[src/design/coproc_resp_pkg.sv]
// Constants, types and register map for the coprocessor response primitive handler.
// Assumes a 32-bit AXI4-Lite register bus and a simple request/acknowledge interface port.
package coproc_resp_pkg;
	// Primitive word and its common option bits
	localparam int PRIM_W = 16;
	localparam int AGAIN_BIT = 15;
	localparam int PCF_BIT = 14;
	localparam int DIR_BIT = 13;
	// Per-primitive field layout
	localparam int TYPE_HI = 12;
	localparam int TYPE_LO = 9;
	localparam int INT_OK_BIT = 8;
	localparam int FINISHED_BIT = 1;
	localparam int TRUE_BIT = 0;
	localparam logic [3:0] TYPE_NULL = 4'h4;
	localparam logic [3:0] TYPE_BUSY = 4'h2;
	// Offsets inside the coprocessor interface register set
	localparam logic [4:0] RESP_WORD_OFF = 5'h00;
	localparam logic [4:0] INSN_ADDR_OFF = 5'h18;
	// AXI register byte offsets
	localparam logic [7:0] REG_CTRL = 8'h00;
	localparam logic [7:0] REG_PC = 8'h04;
	localparam logic [7:0] REG_STATE = 8'h08;
	localparam logic [7:0] REG_IRQ_STAT = 8'h0c;
	localparam logic [7:0] REG_IRQ_MASK = 8'h10;
	// Control register bits
	localparam int CTRL_START = 0;
	localparam int CTRL_COND = 1;
	localparam int CTRL_TRACE = 2;
	localparam int CTRL_BKPT = 3;
	localparam int CTRL_W = 4;
	// Event bits, shared by status and mask
	localparam int EV_DONE = 0;
	localparam int EV_RESTART = 1;
	localparam int EV_PROTO = 2;
	localparam int EV_TRACE = 3;
	localparam int EV_BKPT = 4;
	localparam int EV_W = 5;
	// Reset values
	localparam logic [CTRL_W-1:0] CTRL_RST = 4'h0;
	localparam logic [31:0] PC_RST = 32'h0000_0000;
	localparam logic [EV_W-1:0] MASK_RST = 5'h00;
	// Bus answers
	localparam logic [1:0] RESP_OKAY = 2'h0;
	localparam logic [1:0] RESP_SLVERR = 2'h2;
	// Dialogue states
	typedef enum logic [4:0] {
		S_IDLE = 5'h01,
		S_READ = 5'h02,
		S_DECODE = 5'h04,
		S_PASS = 5'h08,
		S_INT = 5'h10
	} state_t;
	// Access request toward the coprocessor interface registers
	typedef struct packed {
		logic req;
		logic we;
		logic [4:0] addr;
		logic [31:0] wdata;
	} cpi_req_t;
	// Interrupt service request toward the exception unit
	typedef struct packed {
		logic req;
		logic mid_frame;
	} int_req_t;
endpackage

[src/design/coproc_resp_handler.sv]
// Main-processor side of the coprocessor response dialogue, with an AXI4-Lite slave.
// Assumes the interface port acknowledges each request with a one-cycle cpi_ack pulse,
// and the exception unit acknowledges an interrupt service request with int_ack.
//
// The register addresses and the AXI4-Lite interface to the registers were decided locally.
`timescale 1ns/1ps
module coproc_resp_handler import coproc_resp_pkg::*; (
	// Clock and reset
	input wire logic clock,
	input wire logic sys_rst,
	// AXI4-Lite slave
	input wire logic [7:0] s_axi_awaddr,
	input wire logic s_axi_awvalid,
	output logic s_axi_awready,
	input wire logic [31:0] s_axi_wdata,
	input wire logic [3:0] s_axi_wstrb,
	input wire logic s_axi_wvalid,
	output logic s_axi_wready,
	output logic [1:0] s_axi_bresp,
	output logic s_axi_bvalid,
	input wire logic s_axi_bready,
	input wire logic [7:0] s_axi_araddr,
	input wire logic s_axi_arvalid,
	output logic s_axi_arready,
	output logic [31:0] s_axi_rdata,
	output logic [1:0] s_axi_rresp,
	output logic s_axi_rvalid,
	input wire logic s_axi_rready,
	// Coprocessor interface register port
	output cpi_req_t cpi_out,
	input wire logic cpi_ack,
	input wire logic [31:0] cpi_rdata,
	// Exception unit
	input wire logic irq_pending,
	output int_req_t int_out,
	input wire logic int_ack,
	// Interrupt
	output logic irq
);
	state_t st_reg, st_next;
	logic [PRIM_W-1:0] prim_reg;
	logic pc_done_reg, cond_reg, cond_next, after_restart_reg, after_restart_next;
	logic int_mid_reg, int_mid_next;
	logic [EV_W-1:0] evt_reg, evt_next, stat_reg, stat_next, mask_reg;
	logic [CTRL_W-1:0] ctrl_reg;
	logic [31:0] pc_reg;
	logic aw_have, w_have;
	logic [7:0] awaddr_reg;
	logic [31:0] wdata_reg;
	logic [3:0] wstrb_reg;
	logic do_write, ar_take, start, stat_clr;
	logic f_again, f_pcf, f_int_ok, f_finished, f_true, is_null, is_busy, need_pass, cond_mode, trace;

	assign f_again = prim_reg[AGAIN_BIT];
	assign f_pcf = prim_reg[PCF_BIT];
	assign f_int_ok = prim_reg[INT_OK_BIT];
	assign f_finished = prim_reg[FINISHED_BIT];
	assign f_true = prim_reg[TRUE_BIT];
	assign is_null = prim_reg[TYPE_HI:TYPE_LO] == TYPE_NULL;
	assign is_busy = prim_reg[TYPE_HI:TYPE_LO] == TYPE_BUSY;
	// flag counts as cleared once passed
	assign need_pass = f_pcf && !pc_done_reg;
	assign cond_mode = ctrl_reg[CTRL_COND];
	assign trace = ctrl_reg[CTRL_TRACE];
	assign do_write = aw_have && w_have && !s_axi_bvalid;
	assign ar_take = s_axi_arvalid && s_axi_arready;
	// Start only from idle; a start while busy is dropped
	assign start = do_write && awaddr_reg == REG_CTRL && wstrb_reg[0]
		&& wdata_reg[CTRL_START] && st_reg == S_IDLE;

	// Dialogue sequencing
	always_comb begin
		st_next = st_reg;
		evt_next = '0;
		cond_next = cond_reg;
		after_restart_next = after_restart_reg;
		int_mid_next = int_mid_reg;
		unique case (st_reg)
			S_IDLE: if (start) st_next = S_READ;
			S_READ: if (cpi_ack) st_next = S_DECODE;
			S_PASS: if (cpi_ack) st_next = S_DECODE;
			S_INT: if (int_ack) begin
				if (after_restart_reg) begin
					st_next = S_IDLE;
					evt_next[EV_RESTART] = 1'b1;
					evt_next[EV_BKPT] = ctrl_reg[CTRL_BKPT];
				end else begin
					st_next = S_READ;
				end
			end
			S_DECODE: begin
				if (need_pass) begin
					st_next = S_PASS;
				end else if (is_busy) begin
					if (irq_pending) begin
						st_next = S_INT;
						int_mid_next = 1'b0;
						after_restart_next = 1'b1;
					end else begin
						st_next = S_IDLE;
						evt_next[EV_RESTART] = 1'b1;
					end
				end else if (is_null && f_again) begin
					st_next = (f_int_ok && irq_pending) ? S_INT : S_READ;
					int_mid_next = 1'b1;
					after_restart_next = 1'b0;
				end else if (is_null && cond_mode) begin
					st_next = S_IDLE;
					evt_next[EV_DONE] = 1'b1;
					cond_next = f_true;
				end else if (is_null && trace && !f_finished) begin
					st_next = (f_int_ok && irq_pending) ? S_INT : S_READ;
					int_mid_next = 1'b1;
					after_restart_next = 1'b0;
				end else if (is_null) begin
					st_next = S_IDLE;
					evt_next[EV_DONE] = 1'b1;
					evt_next[EV_TRACE] = trace;
				end else begin
					st_next = S_IDLE;
					evt_next[EV_PROTO] = 1'b1;
				end
			end
		endcase
	end

	// Dialogue state and latched primitive
	always_ff @(posedge clock) begin
		if (sys_rst) begin
			st_reg <= S_IDLE;
			prim_reg <= '0;
			pc_done_reg <= 1'b0;
			cond_reg <= 1'b0;
			after_restart_reg <= 1'b0;
			int_mid_reg <= 1'b0;
			evt_reg <= '0;
		end else begin
			st_reg <= st_next;
			cond_reg <= cond_next;
			after_restart_reg <= after_restart_next;
			int_mid_reg <= int_mid_next;
			evt_reg <= evt_next;
			// whole primitive word from the response register
			if (st_reg == S_READ && cpi_ack) begin
				prim_reg <= cpi_rdata[PRIM_W-1:0];
				pc_done_reg <= 1'b0;
			end else if (st_reg == S_PASS && cpi_ack) begin
				pc_done_reg <= 1'b1;
			end
		end
	end

	// Interface and interrupt requests, registered from the next state
	always_ff @(posedge clock) begin
		if (sys_rst) begin
			cpi_out <= '0;
			int_out <= '0;
		end else begin
			cpi_out.req <= st_next == S_READ || st_next == S_PASS;
			cpi_out.we <= st_next == S_PASS;
			cpi_out.addr <= (st_next == S_PASS) ? INSN_ADDR_OFF : RESP_WORD_OFF;
			cpi_out.wdata <= pc_reg;
			int_out.req <= st_next == S_INT;
			int_out.mid_frame <= int_mid_next;
		end
	end

	// AXI write channels; address and data taken in either order
	always_ff @(posedge clock) begin
		if (sys_rst) begin
			s_axi_awready <= 1'b1;
			s_axi_wready <= 1'b1;
			s_axi_bvalid <= 1'b0;
			s_axi_bresp <= RESP_OKAY;
			aw_have <= 1'b0;
			w_have <= 1'b0;
			awaddr_reg <= '0;
			wdata_reg <= '0;
			wstrb_reg <= '0;
		end else begin
			if (s_axi_awvalid && s_axi_awready) begin
				aw_have <= 1'b1;
				awaddr_reg <= s_axi_awaddr;
				s_axi_awready <= 1'b0;
			end
			if (s_axi_wvalid && s_axi_wready) begin
				w_have <= 1'b1;
				wdata_reg <= s_axi_wdata;
				wstrb_reg <= s_axi_wstrb;
				s_axi_wready <= 1'b0;
			end
			if (do_write) begin
				aw_have <= 1'b0;
				w_have <= 1'b0;
				s_axi_bvalid <= 1'b1;
				s_axi_bresp <= (awaddr_reg == REG_CTRL || awaddr_reg == REG_PC
					|| awaddr_reg == REG_STATE || awaddr_reg == REG_IRQ_STAT
					|| awaddr_reg == REG_IRQ_MASK) ? RESP_OKAY : RESP_SLVERR;
			end
			if (s_axi_bvalid && s_axi_bready) begin
				s_axi_bvalid <= 1'b0;
				s_axi_awready <= 1'b1;
				s_axi_wready <= 1'b1;
			end
		end
	end

	// Writable registers; status and state are read-only
	always_ff @(posedge clock) begin
		if (sys_rst) begin
			ctrl_reg <= CTRL_RST;
			pc_reg <= PC_RST;
			mask_reg <= MASK_RST;
		end else if (do_write) begin
			if (awaddr_reg == REG_CTRL && wstrb_reg[0])
				ctrl_reg <= {wdata_reg[CTRL_W-1:1], 1'b0};
			if (awaddr_reg == REG_IRQ_MASK && wstrb_reg[0])
				mask_reg <= wdata_reg[EV_W-1:0];
			// Byte lanes honoured on the program counter
			for (int i = 0; i < 4; i++) begin
				if (awaddr_reg == REG_PC && wstrb_reg[i])
					pc_reg[8*i +: 8] <= wdata_reg[8*i +: 8];
			end
		end
	end

	// AXI read channel; answer one cycle after the address
	always_ff @(posedge clock) begin
		if (sys_rst) begin
			s_axi_arready <= 1'b1;
			s_axi_rvalid <= 1'b0;
			s_axi_rdata <= '0;
			s_axi_rresp <= RESP_OKAY;
		end else if (ar_take) begin
			s_axi_arready <= 1'b0;
			s_axi_rvalid <= 1'b1;
			s_axi_rresp <= RESP_OKAY;
			unique case (s_axi_araddr)
				REG_CTRL: s_axi_rdata <= {28'h0, ctrl_reg};
				REG_PC: s_axi_rdata <= pc_reg;
				// direction flag shown with the primitive
				REG_STATE: s_axi_rdata <= {prim_reg, 8'h00, prim_reg[DIR_BIT],
					cond_reg, st_reg == S_IDLE ? 1'b0 : 1'b1, st_reg};
				REG_IRQ_STAT: s_axi_rdata <= {27'h0, stat_reg};
				REG_IRQ_MASK: s_axi_rdata <= {27'h0, mask_reg};
				default: begin
					s_axi_rdata <= '0;
					s_axi_rresp <= RESP_SLVERR;
				end
			endcase
		end else if (s_axi_rvalid && s_axi_rready) begin
			s_axi_rvalid <= 1'b0;
			s_axi_arready <= 1'b1;
		end
	end

	// Sticky events; a read clears them, a same-cycle event survives
	assign stat_clr = ar_take && s_axi_araddr == REG_IRQ_STAT;
	assign stat_next = (stat_reg & (stat_clr ? '0 : stat_reg)) | evt_reg;
	always_ff @(posedge clock) begin
		if (sys_rst) begin
			stat_reg <= '0;
			irq <= 1'b0;
		end else begin
			stat_reg <= stat_next;
			irq <= |(stat_next & mask_reg);
		end
	end

	logic go;
	assign go = st_reg == S_DECODE && !need_pass;
endmodule

[config.mk]
export PLATFORM = sky130hd
export DESIGN_NAME = coproc_resp_handler
export DESIGN_NICKNAME = d
export VERILOG_FILES = /design/src/design/coproc_resp_pkg.sv /design/src/design/coproc_resp_handler.sv
export SDC_FILE = /design/constraint.sdc
export NUM_CORES = 1
export LEC_CHECK = 0
export ABC_AREA = 1
export BUFFER_PORTS_ARGS = -buffer_cell sky130_fd_sc_hd__buf_2
export CAP_MARGIN = 10
export CORE_ASPECT_RATIO = 1.25
export CORE_MARGIN = 2
export CORE_UTILIZATION = 53
export CTS_CLUSTER_DIAMETER = 100
export DETAILED_ROUTE_END_ITERATION = 12
export PLACE_DENSITY = 0.88
export SLEW_MARGIN = 10
export SYNTH_ARGS = -nofsm -noshare
export SYNTH_HDL_FRONTEND = slang
export SYNTH_SLANG_ARGS = --single-unit
[constraint.sdc]
create_clock -name clock -period 1.6 [get_ports clock]
set_input_delay 0.08 -clock clock [delete_from_list [all_inputs] [get_ports clock]]
set_output_delay 0.08 -clock clock [all_outputs]
set_load 0.1 [all_outputs]
After elaboration in Yosys (flattened, before gate mapping)
Index checks and enable logic that the tools add are counted.
{"block": "totals", "elab_cells": 170, "out_inout_bits": 83, "latchBits": 0, "in_bits": 94, "n_memories": 0, "regBits": 203, "mem_bits_ro": 0, "ramBits": 0}
{"block": "op_classes", "n_addsub": 0, "div": 0, "shifts": 0, "multipliers": 0, "reduce_logical": 56, "n_mux": 46, "n_bitwise": 11, "n_lt_le_gt_ge": 0, "eq_ne": 20}
{"operator": "$pmux 32 s5", "n": 1}
{"operator": "$mux 5", "n": 12}
{"operator": "$eq 8x4->1 const B", "n": 4}
{"operator": "$mux 1", "n": 27}
{"operator": "$logic_and 1x1->1", "n": 26}
{"operator": "$pmux 5 s4", "n": 1}
{"operator": "$eq 8x3->1 const B", "n": 2}
{"operator": "$eq 8x5->1 const B", "n": 2}
{"operator": "$logic_not 8->1", "n": 2}
{"operator": "$reduce_or 5->1", "n": 3}
{"operator": "$reduce_and 2->1", "n": 6}
{"operator": "$and 5x5->5", "n": 2}
{"operator": "$eq 5x2->1 const B", "n": 2}
{"operator": "$eq 5x4->1 const B", "n": 2}
{"operator": "$eq 5x5->1 const B", "n": 2}
{"operator": "$reduce_and 5->1", "n": 2}
{"operator": "$mux 2", "n": 4}
{"operator": "$not 1->1", "n": 8}
{"operator": "$reduce_or 2->1", "n": 4}
{"operator": "$reduce_or 8->1", "n": 1}
{"operator": "$reduce_or 7->1", "n": 1}
{"operator": "$eq 5x1->1 const B", "n": 1}
{"operator": "$eq 5x3->1 const B", "n": 1}
{"operator": "$logic_or 1x1->1", "n": 5}
{"operator": "other kinds (10)", "n": 12}

Longest topological paths before layout
Gate-level depths: netlist of run 1.
{"block": "logic_depth", "word_depth": 11, "ltp_mapped": 12, "mapped_depth_nobuf": 12}

Worst setup path after synthesis of run 1
Ideal clock, no wire load.
{"block": "synth_path", "path_type": "reg-to-reg", "startpoint": "register s_axi_arready", "endpoint": "register irq", "t_arrival_ps": 2016, "period_less_slack_ps": 2143, "path_buffers": 0, "path_slack_ps": -543, "setup_ps": 128, "path_stages_with_launch": 9, "required_time_ps": 1472, "path_cell_list": "dfxtp_1 -> nand2_1 -> inv_2 -> nand3_2 -> a21o_1 -> nand2_1 -> nand2_1 -> nor2_1 -> nor2_1"}
{"block": "synth_via", "elab_chain_cells": 7}
{"element": "from (decl)", "line_no": "coproc_resp_handler.sv:24", "text": "output logic s_axi_arready,"}
{"element": "from (signal assigned)", "line_no": "coproc_resp_handler.sv:230", "text": "s_axi_arready <= 1'b1;"}
{"element": "from (signal assigned)", "line_no": "coproc_resp_handler.sv:235", "text": "s_axi_arready <= 1'b0;"}
{"element": "from (signal assigned)", "line_no": "coproc_resp_handler.sv:253", "text": "s_axi_arready <= 1'b1;"}
{"element": "$logic_and 1x1->1", "line_no": "coproc_resp_handler.sv:66", "text": "assign ar_take = s_axi_arvalid && s_axi_arready;"}
{"element": "$logic_and 1x1->1", "line_no": "coproc_resp_handler.sv:258", "text": "assign stat_clr = ar_take && s_axi_araddr == REG_IRQ_STAT;"}
{"element": "$mux 5", "line_no": "coproc_resp_handler.sv:259", "text": "assign stat_next = (stat_reg & (stat_clr ? '0 : stat_reg)) | evt_reg;"}
{"element": "$and 5x5->5", "line_no": "coproc_resp_handler.sv:259"}
{"element": "$or 5x5->5", "line_no": "coproc_resp_handler.sv:259"}
{"element": "$and 5x5->5", "line_no": "coproc_resp_handler.sv:266", "text": "irq <= |(stat_next & mask_reg);"}
{"element": "$reduce_or 5->1", "line_no": "coproc_resp_handler.sv:266"}
{"element": "to (signal assigned)", "line_no": "coproc_resp_handler.sv:266"}
{"element": "to (decl)", "line_no": "coproc_resp_handler.sv:38", "text": "output logic irq"}
Every way passes these cells.
A chain may end at the register's enable or synchronous reset.

Final worst setup path of run 1
{"block": "layout_path", "startpoint": "register awaddr_reg[6]", "endpoint": "register pc_reg[14]"}
{"block": "layout_via", "elab_chain_cells": 3}
{"element": "from (decl)", "line_no": "coproc_resp_handler.sv:48", "text": "logic [7:0] awaddr_reg;"}
{"element": "from (signal assigned)", "line_no": "coproc_resp_handler.sv:183", "text": "awaddr_reg <= s_axi_awaddr;"}
{"element": "$eq 8x3->1", "line_no": "coproc_resp_handler.sv:221", "text": "if (awaddr_reg == REG_PC && wstrb_reg[i])"}
{"element": "$logic_and 1x1->1", "line_no": "coproc_resp_handler.sv:221"}
{"element": "$reduce_and 2->1 (no line)"}
{"element": "to (signal, indexed assignment)", "line_no": "coproc_resp_handler.sv:222", "text": "pc_reg[8*i +: 8] <= wdata_reg[8*i +: 8];"}
{"element": "to (decl)", "line_no": "coproc_resp_handler.sv:46", "text": "logic [31:0] pc_reg;"}
Every way passes these cells.

==> results.sh, run 1 <==
export IMPL_cellPowerDensity_nw_per_um2=1060
export IMPL_period_minus_slack_ps=1570
export IMPL_start_kind="register"
export IMPL_first_global_vias=6985
export IMPL_drive_gt1_frac=0.217
export IMPL_diodes=0
export IMPL_synth_edf_count=0
export IMPL_portBuffers=155
export IMPL_fin_tns_setup_ps=0
export IMPL_rows=48
export IMPL_holdCritPathClass="input pin to register"
export IMPL_final_hold_viol_count=0
export IMPL_dp_hpwl_um=13400
export IMPL_finalCritPeriodShare=0.981
export IMPL_status="finished, final reports clean"
export IMPL_place_gp_congestion=0.904
export IMPL_die_w_um=110
export IMPL_synth_seq_cells=196
export IMPL_largest_reg_flops=34
export IMPL_wl_per_cell_um=15.2
export IMPL_drt_total_wl_um=21400
export IMPL_relSlewSlack=0.654
export IMPL_route_met2_wl_um=10700
export IMPL_htree_levels=4
export IMPL_wl_met3_um=1530
export IMPL_num_nets_final=1313
export IMPL_ant_nets=0
export IMPL_cp_end_kind="register"
export IMPL_start_util=0.538
export IMPL_yosysUniqueCellTypes=32
export IMPL_overflow=0
export IMPL_layout_common_cells="189 x dfxtp_1, 161 x nand2_1, 159 x nor2_1"
export IMPL_syn_area_per_cell_um2=7.48
export IMPL_antenna_found_initial=0
export IMPL_clk_pin_slew_ps=70
export IMPL_pin_count=177
export IMPL_dieHeight_um=136
export IMPL_cts_root_buf="clkbuf_16"
export IMPL_die_area_um2=14900
export IMPL_yosysSeqAreaShare=0.530
export IMPL_finalSetupViolCount=0
export IMPL_final_common_cell="dfxtp_1"
export IMPL_top_register="cpi_out"
export IMPL_wl_met1_um=8300
export IMPL_rsz0062_at_grt="true"
export IMPL_coreArea_um2=13800
export IMPL_cts_buffers=17
export IMPL_grt_util_all_layers=0.284
export IMPL_cts_buffer_depth=2
export IMPL_clkLatencyLatePin_ps=430
export IMPL_highest_layer="met4"
export IMPL_placedCellCount=1305
export IMPL_viasPerCell=5.24
export IMPL_grt_pass1_wl_um=33000
export IMPL_cts_tree="yes"
export IMPL_p_leak_nw=4.83
export IMPL_worst_path_max_fanout=5
export IMPL_first_pass_iters=5
export IMPL_slew_violations=0
export IMPL_async_reset_ff_frac=0
export IMPL_irDropWorstVdd_mv=1.01
export IMPL_finClkSkew_ps=9.63
export IMPL_drt_initial_drc_count=640
export IMPL_fin_cells=1406
export IMPL_cp_data_arrival_time_ps=1890
export IMPL_num_vias=7372
export IMPL_tightest_slew_ps=522
export IMPL_syn_inst=989
export IMPL_critical_path_class="register to register"
export IMPL_timing_critical_path_required_ps=1920
export IMPL_fmax_ghz=0.637
export IMPL_p_total_w=0.0105
export IMPL_synth_flop_cell="dfxtp_1"
export IMPL_cts_sinks=196
export IMPL_syn2layout_area_growth_pct=33.2
export IMPL_cap_violations=0
export IMPL_drc=0
export IMPL_grt_max_degree=45
export IMPL_syn_area_um2=7400
export IMPL_synth_warnings=0
## kinds of logic after synthesis
family / synth area share
simple gates: 0.212
flops: 0.530
compound gates: 0.157
buf+inv: 0.100
other cells: 0.000507
## synth_stat cells (3+ instances only)
master / instances / area (um^2)
dfxtp_1: 196 / 3920
clkbuf_1: 25 / 93.8
nand2_1: 164 / 616
nor3_1: 4 / 20.0
inv_2: 3 / 11.3
buf_2: 10 / 50.1
o21ai_0: 117 / 586
nand3_2: 3 / 30.0
buf_4: 9 / 67.6
o21ai_1: 5 / 25.0
a21oi_1: 62 / 310
nand4_1: 5 / 31.3
buf_1: 7 / 26.3
inv_1: 129 / 484
o22ai_1: 29 / 181
nor2_1: 169 / 634
nand3_1: 34 / 170
## per-layer routing
metal  vias to the layer above  track usage
li1                       3581            -
met1                      3342        0.329
met2                       378        0.488
met3                        71       0.0724
met4                         0        0.128
met5                         -            0
## critical path: stages, from the launching register on
cell and delay [ps]:
dfxtp_1 330, nor2_2 150, nand3_1 140, inv_1 90, nand2_1 100, inv_2 120
nand3_4 130, buf_12 160, o22ai_1 170, inv_1 70
## where the power goes
part           internal [W]  total, W  switching (W)
Combinational      0.000335  0.000939       0.000604
Sequential          0.00500   0.00508      0.0000834
Clock               0.00259   0.00443        0.00185
Total               0.00792    0.0105        0.00253
## what timing repair did
item / 4_1_cts / 5_1_grt
endpoints found under the hold margin: 65 / 0
hold buffers: 63 / 0
resized for setup: 4 / 30
pin swaps: 1 / 4
buffers inserted: 0 / 7
setup endpoints to repair: 12 / 48
## worst paths after layout
path | from | to | slack, ps | cells after the start
worst max register to register | awaddr_reg[6]$_SDFFE_PP0P_ | pc_reg[14]$_SDFFE_PP0P_ | 30 | 9
worst min register to register | s_axi_awready$_SDFFE_PP1P_ | s_axi_awready$_SDFFE_PP1P_ | 460 | 2
worst min-delay path | int_ack | evt_reg[4]$_SDFF_PP0_ | 90 | 5
worst max-delay path | awaddr_reg[6]$_SDFFE_PP0P_ | pc_reg[14]$_SDFFE_PP0P_ | 30 | 9
## area by class of cell
class                           count  area, um^2
Fill cell                        1004        3900
Timing Repair Buffer              258        1760
Multi-Input combinational cell    612        2820
Clock buffer                       19         464
Clock inverter                     12         150
Tap cell                          175         219
Inverter                          134         504
Sequential cell                   196        3940
## stage by stage
step	utilization	hold WS [ps]	area, um^2	worst slack (ps)
after floorplan	-	227	7420	62.7
after global placement	0.616	316	8470	37.9
after detailed placement	0.616	328	8470	6.77
after CTS	0.707	55.8	9730	0.482
after global routing	0.716	93.6	9850	-48.9
final	0.716	91.7	9850	30.9
Note: power is estimated with default switching activity, not from simulation.
==> inputs of run 2 (changes only) <==
--- a/config.mk
+++ b/config.mk
@@ -14,6 +14,7 @@
 export CTS_CLUSTER_DIAMETER = 100
 export DETAILED_ROUTE_END_ITERATION = 12
 export PLACE_DENSITY = 0.88
+export SETUP_SLACK_MARGIN = 0.4
 export SLEW_MARGIN = 10
 export SYNTH_ARGS = -nofsm -noshare
 export SYNTH_HDL_FRONTEND = slang
==> results.sh, run 2 (synthesis results as in run 1) <==
export IMPL_coreArea_um2=13800
export IMPL_drc=0
export IMPL_placedCellCount=1294
export IMPL_cts_tree="yes"
export IMPL_irDropWorstVdd_mv=0.791
export IMPL_grtUsageMet1=0.356
export IMPL_drive_gt1_frac=0.338
export IMPL_syn2layout_area_growth_pct=46.6
export IMPL_post_route_util=0.789
export IMPL_drt_initial_drc_count=596
export IMPL_finalSetupViolCount=0
export IMPL_start_util=0.538
export IMPL_p_seq_frac=0.492
export IMPL_p_sw_w=0.00289
export IMPL_worst_path_max_fanout=5
export IMPL_grt_pass1_wl_um=36200
export IMPL_cp_end_kind="register"
export IMPL_place_gp_congestion=0.931
export IMPL_status="finished, final reports clean"
export IMPL_wl_per_cell_um=17.2
export IMPL_die_area_um2=14900
export IMPL_use_met3=0.0738
export IMPL_portBuffers=155
export IMPL_p_total_w=0.0104
export IMPL_cts_root_buf="clkbuf_16"
export IMPL_htree_levels=4
export IMPL_drt_total_wl_um=24600
export IMPL_slew_violations=0
export IMPL_ant_nets=0
export IMPL_final_hold_viol_count=0
export IMPL_cts_buffer_depth=2
export IMPL_dieHeight_um=136
export IMPL_timing_critical_path_required_ps=2000
export IMPL_nFillCells=794
export IMPL_first_global_vias=7554
export IMPL_layout_common_cells="146 x nand2_1, 145 x dfxtp_1, 142 x nor2_1"
export IMPL_cellPowerDensity_nw_per_um2=956
export IMPL_dp_hpwl_um=13500
export IMPL_cts_buffers=17
export IMPL_rsz0062_at_grt="true"
export IMPL_holdCritPathClass="input pin to register"
export IMPL_largest_reg_flops=34
export IMPL_first_pass_iters=5
export IMPL_fin_tns_setup_ps=0
export IMPL_num_vias=7739
export IMPL_clkLatencyLatePin_ps=450
export IMPL_viasPerCell=5.42
export IMPL_finalCritPeriodShare=0.955
export IMPL_final_common_cell="nand2_1"
export IMPL_diodes=0
export IMPL_fin_cells=1428
export IMPL_cap_violations=0
export IMPL_fmax_ghz=0.654
export IMPL_start_kind="register"
export IMPL_pin_count=177
export IMPL_antenna_found_initial=0
export IMPL_path_cells="nor2_4 -> nand3_4 -> nor2_4 -> nand3_2 -> nand3_1 -> nand2_2 -> nor2_1 -> nand3_1 -> nand2_1"
export IMPL_busiest_layer="met2"
export IMPL_critical_path_class="register to register"
export IMPL_grt_max_degree=101
export IMPL_met2_usage=0.543
export IMPL_rows=48
export IMPL_num_nets_final=1334
export IMPL_combPwrFrac=0.109
export IMPL_grt_util_all_layers=0.314
export IMPL_cpPeakStageDelay_ps=370
export IMPL_period_minus_slack_ps=1530
export IMPL_cts_sinks=196
export IMPL_clk_pin_slew_ps=80
export IMPL_swShare=0.279
export IMPL_cp_data_arrival_time_ps=1930
export IMPL_cp_slowest_cell="dfxtp_4"
export IMPL_die_w_um=110
export IMPL_overflow=0
export IMPL_p_clk_frac=0.399
export IMPL_p_leak_nw=5.08
export IMPL_p_int_w=0.00748
export IMPL_top_register="cpi_out"
export IMPL_finClkSkew_ps=17.9
[run 2: changes by cell type in the layout (fill, tap and decap cells not counted), moves of 10 or more]
cell	before	now
nor2_4	3	16
o21ai_0	111	64
o21ai_1	11	42
nand2_1	161	146
buf_6	0	11
inv_1	124	110
buf_4	36	117
nor2_1	159	142
dfxtp_1	189	145
dfxtp_2	5	42
buf_2	155	77
o21ai_2	0	15
nand2_4	0	10
[run 2: cell type report]
cell class	count	area, um^2	area share
Clock buffer	17	425	0.0392
Timing Repair Buffer	277	2210	0.204
Multi-Input combinational cell	614	3300	0.304
Clock inverter	15	135	0.0125
Tap cell	175	219	0.0202
Inverter	134	543	0.0501
Sequential cell	196	4010	0.370
[run 2: stage by stage]
stage	setup WS (ps)	hold WS, ps	area [um^2]
finish	71.6	96.8	10800
global route	7.21	126	10800
CTS	177	57.1	10400
detailed placement	113	323	8600
global placement	143	313	8600
floorplan	236	226	7710
[run 2: final timing paths]
path | from | endpoint | slack (ps) | depth (start not counted)
max | st_reg[1]$_SDFF_PP0_ | cpi_out[38]$_SDFF_PP0_ | 70 | 9
min reg2reg | prim_reg[6]$_SDFFE_PP0P_ | prim_reg[6]$_SDFFE_PP0P_ | 460 | 2
min | cpi_ack | cpi_out[35]$_SDFF_PP0_ | 100 | 6
max reg2reg | st_reg[1]$_SDFF_PP0_ | cpi_out[38]$_SDFF_PP0_ | 70 | 9
[run 2: metal layers]
metal  wire (um)  up-vias  share of wire
li1            -     3640              -
met5           0        -              0
met3        1800       98          0.073
met2       12600      389           0.51
met1        9020     3612           0.37
met4        1140        0          0.046
[run 2: critical path: cells and delay by family, from the launching register on]
family	cells	cell delay, ps
flops	1	370
simple gates	9	1100
[run 2: power by group through the flow]
| stage | clock network, W | registers, W | logic [W] |
|---|---|---|---|
| 6_report | 0.00414 | 0.00511 | 0.00113 |
| 5_1_grt | 0.00436 | 0.00511 | 0.00120 |
| 4_1_cts | 0.00413 | 0.00508 | 0.00100 |
| 3_5_place_dp | 0 | 0.00520 | 0.000806 |
| 3_3_place_gp | 0 | 0.00519 | 0.000790 |
| 2_1_floorplan | 0 | 0.00532 | 0.000453 |
[run 2: timing repair]
item | CTS | global route
hold endpoints to repair | 64 | 0
setup buffers | 21 | 14
endpoints found under the setup margin | 153 | 103
gates resized for setup | 149 | 79
hold buffers | 63 | 0
cloned | 3 | 1
pin swaps | 30 | 20
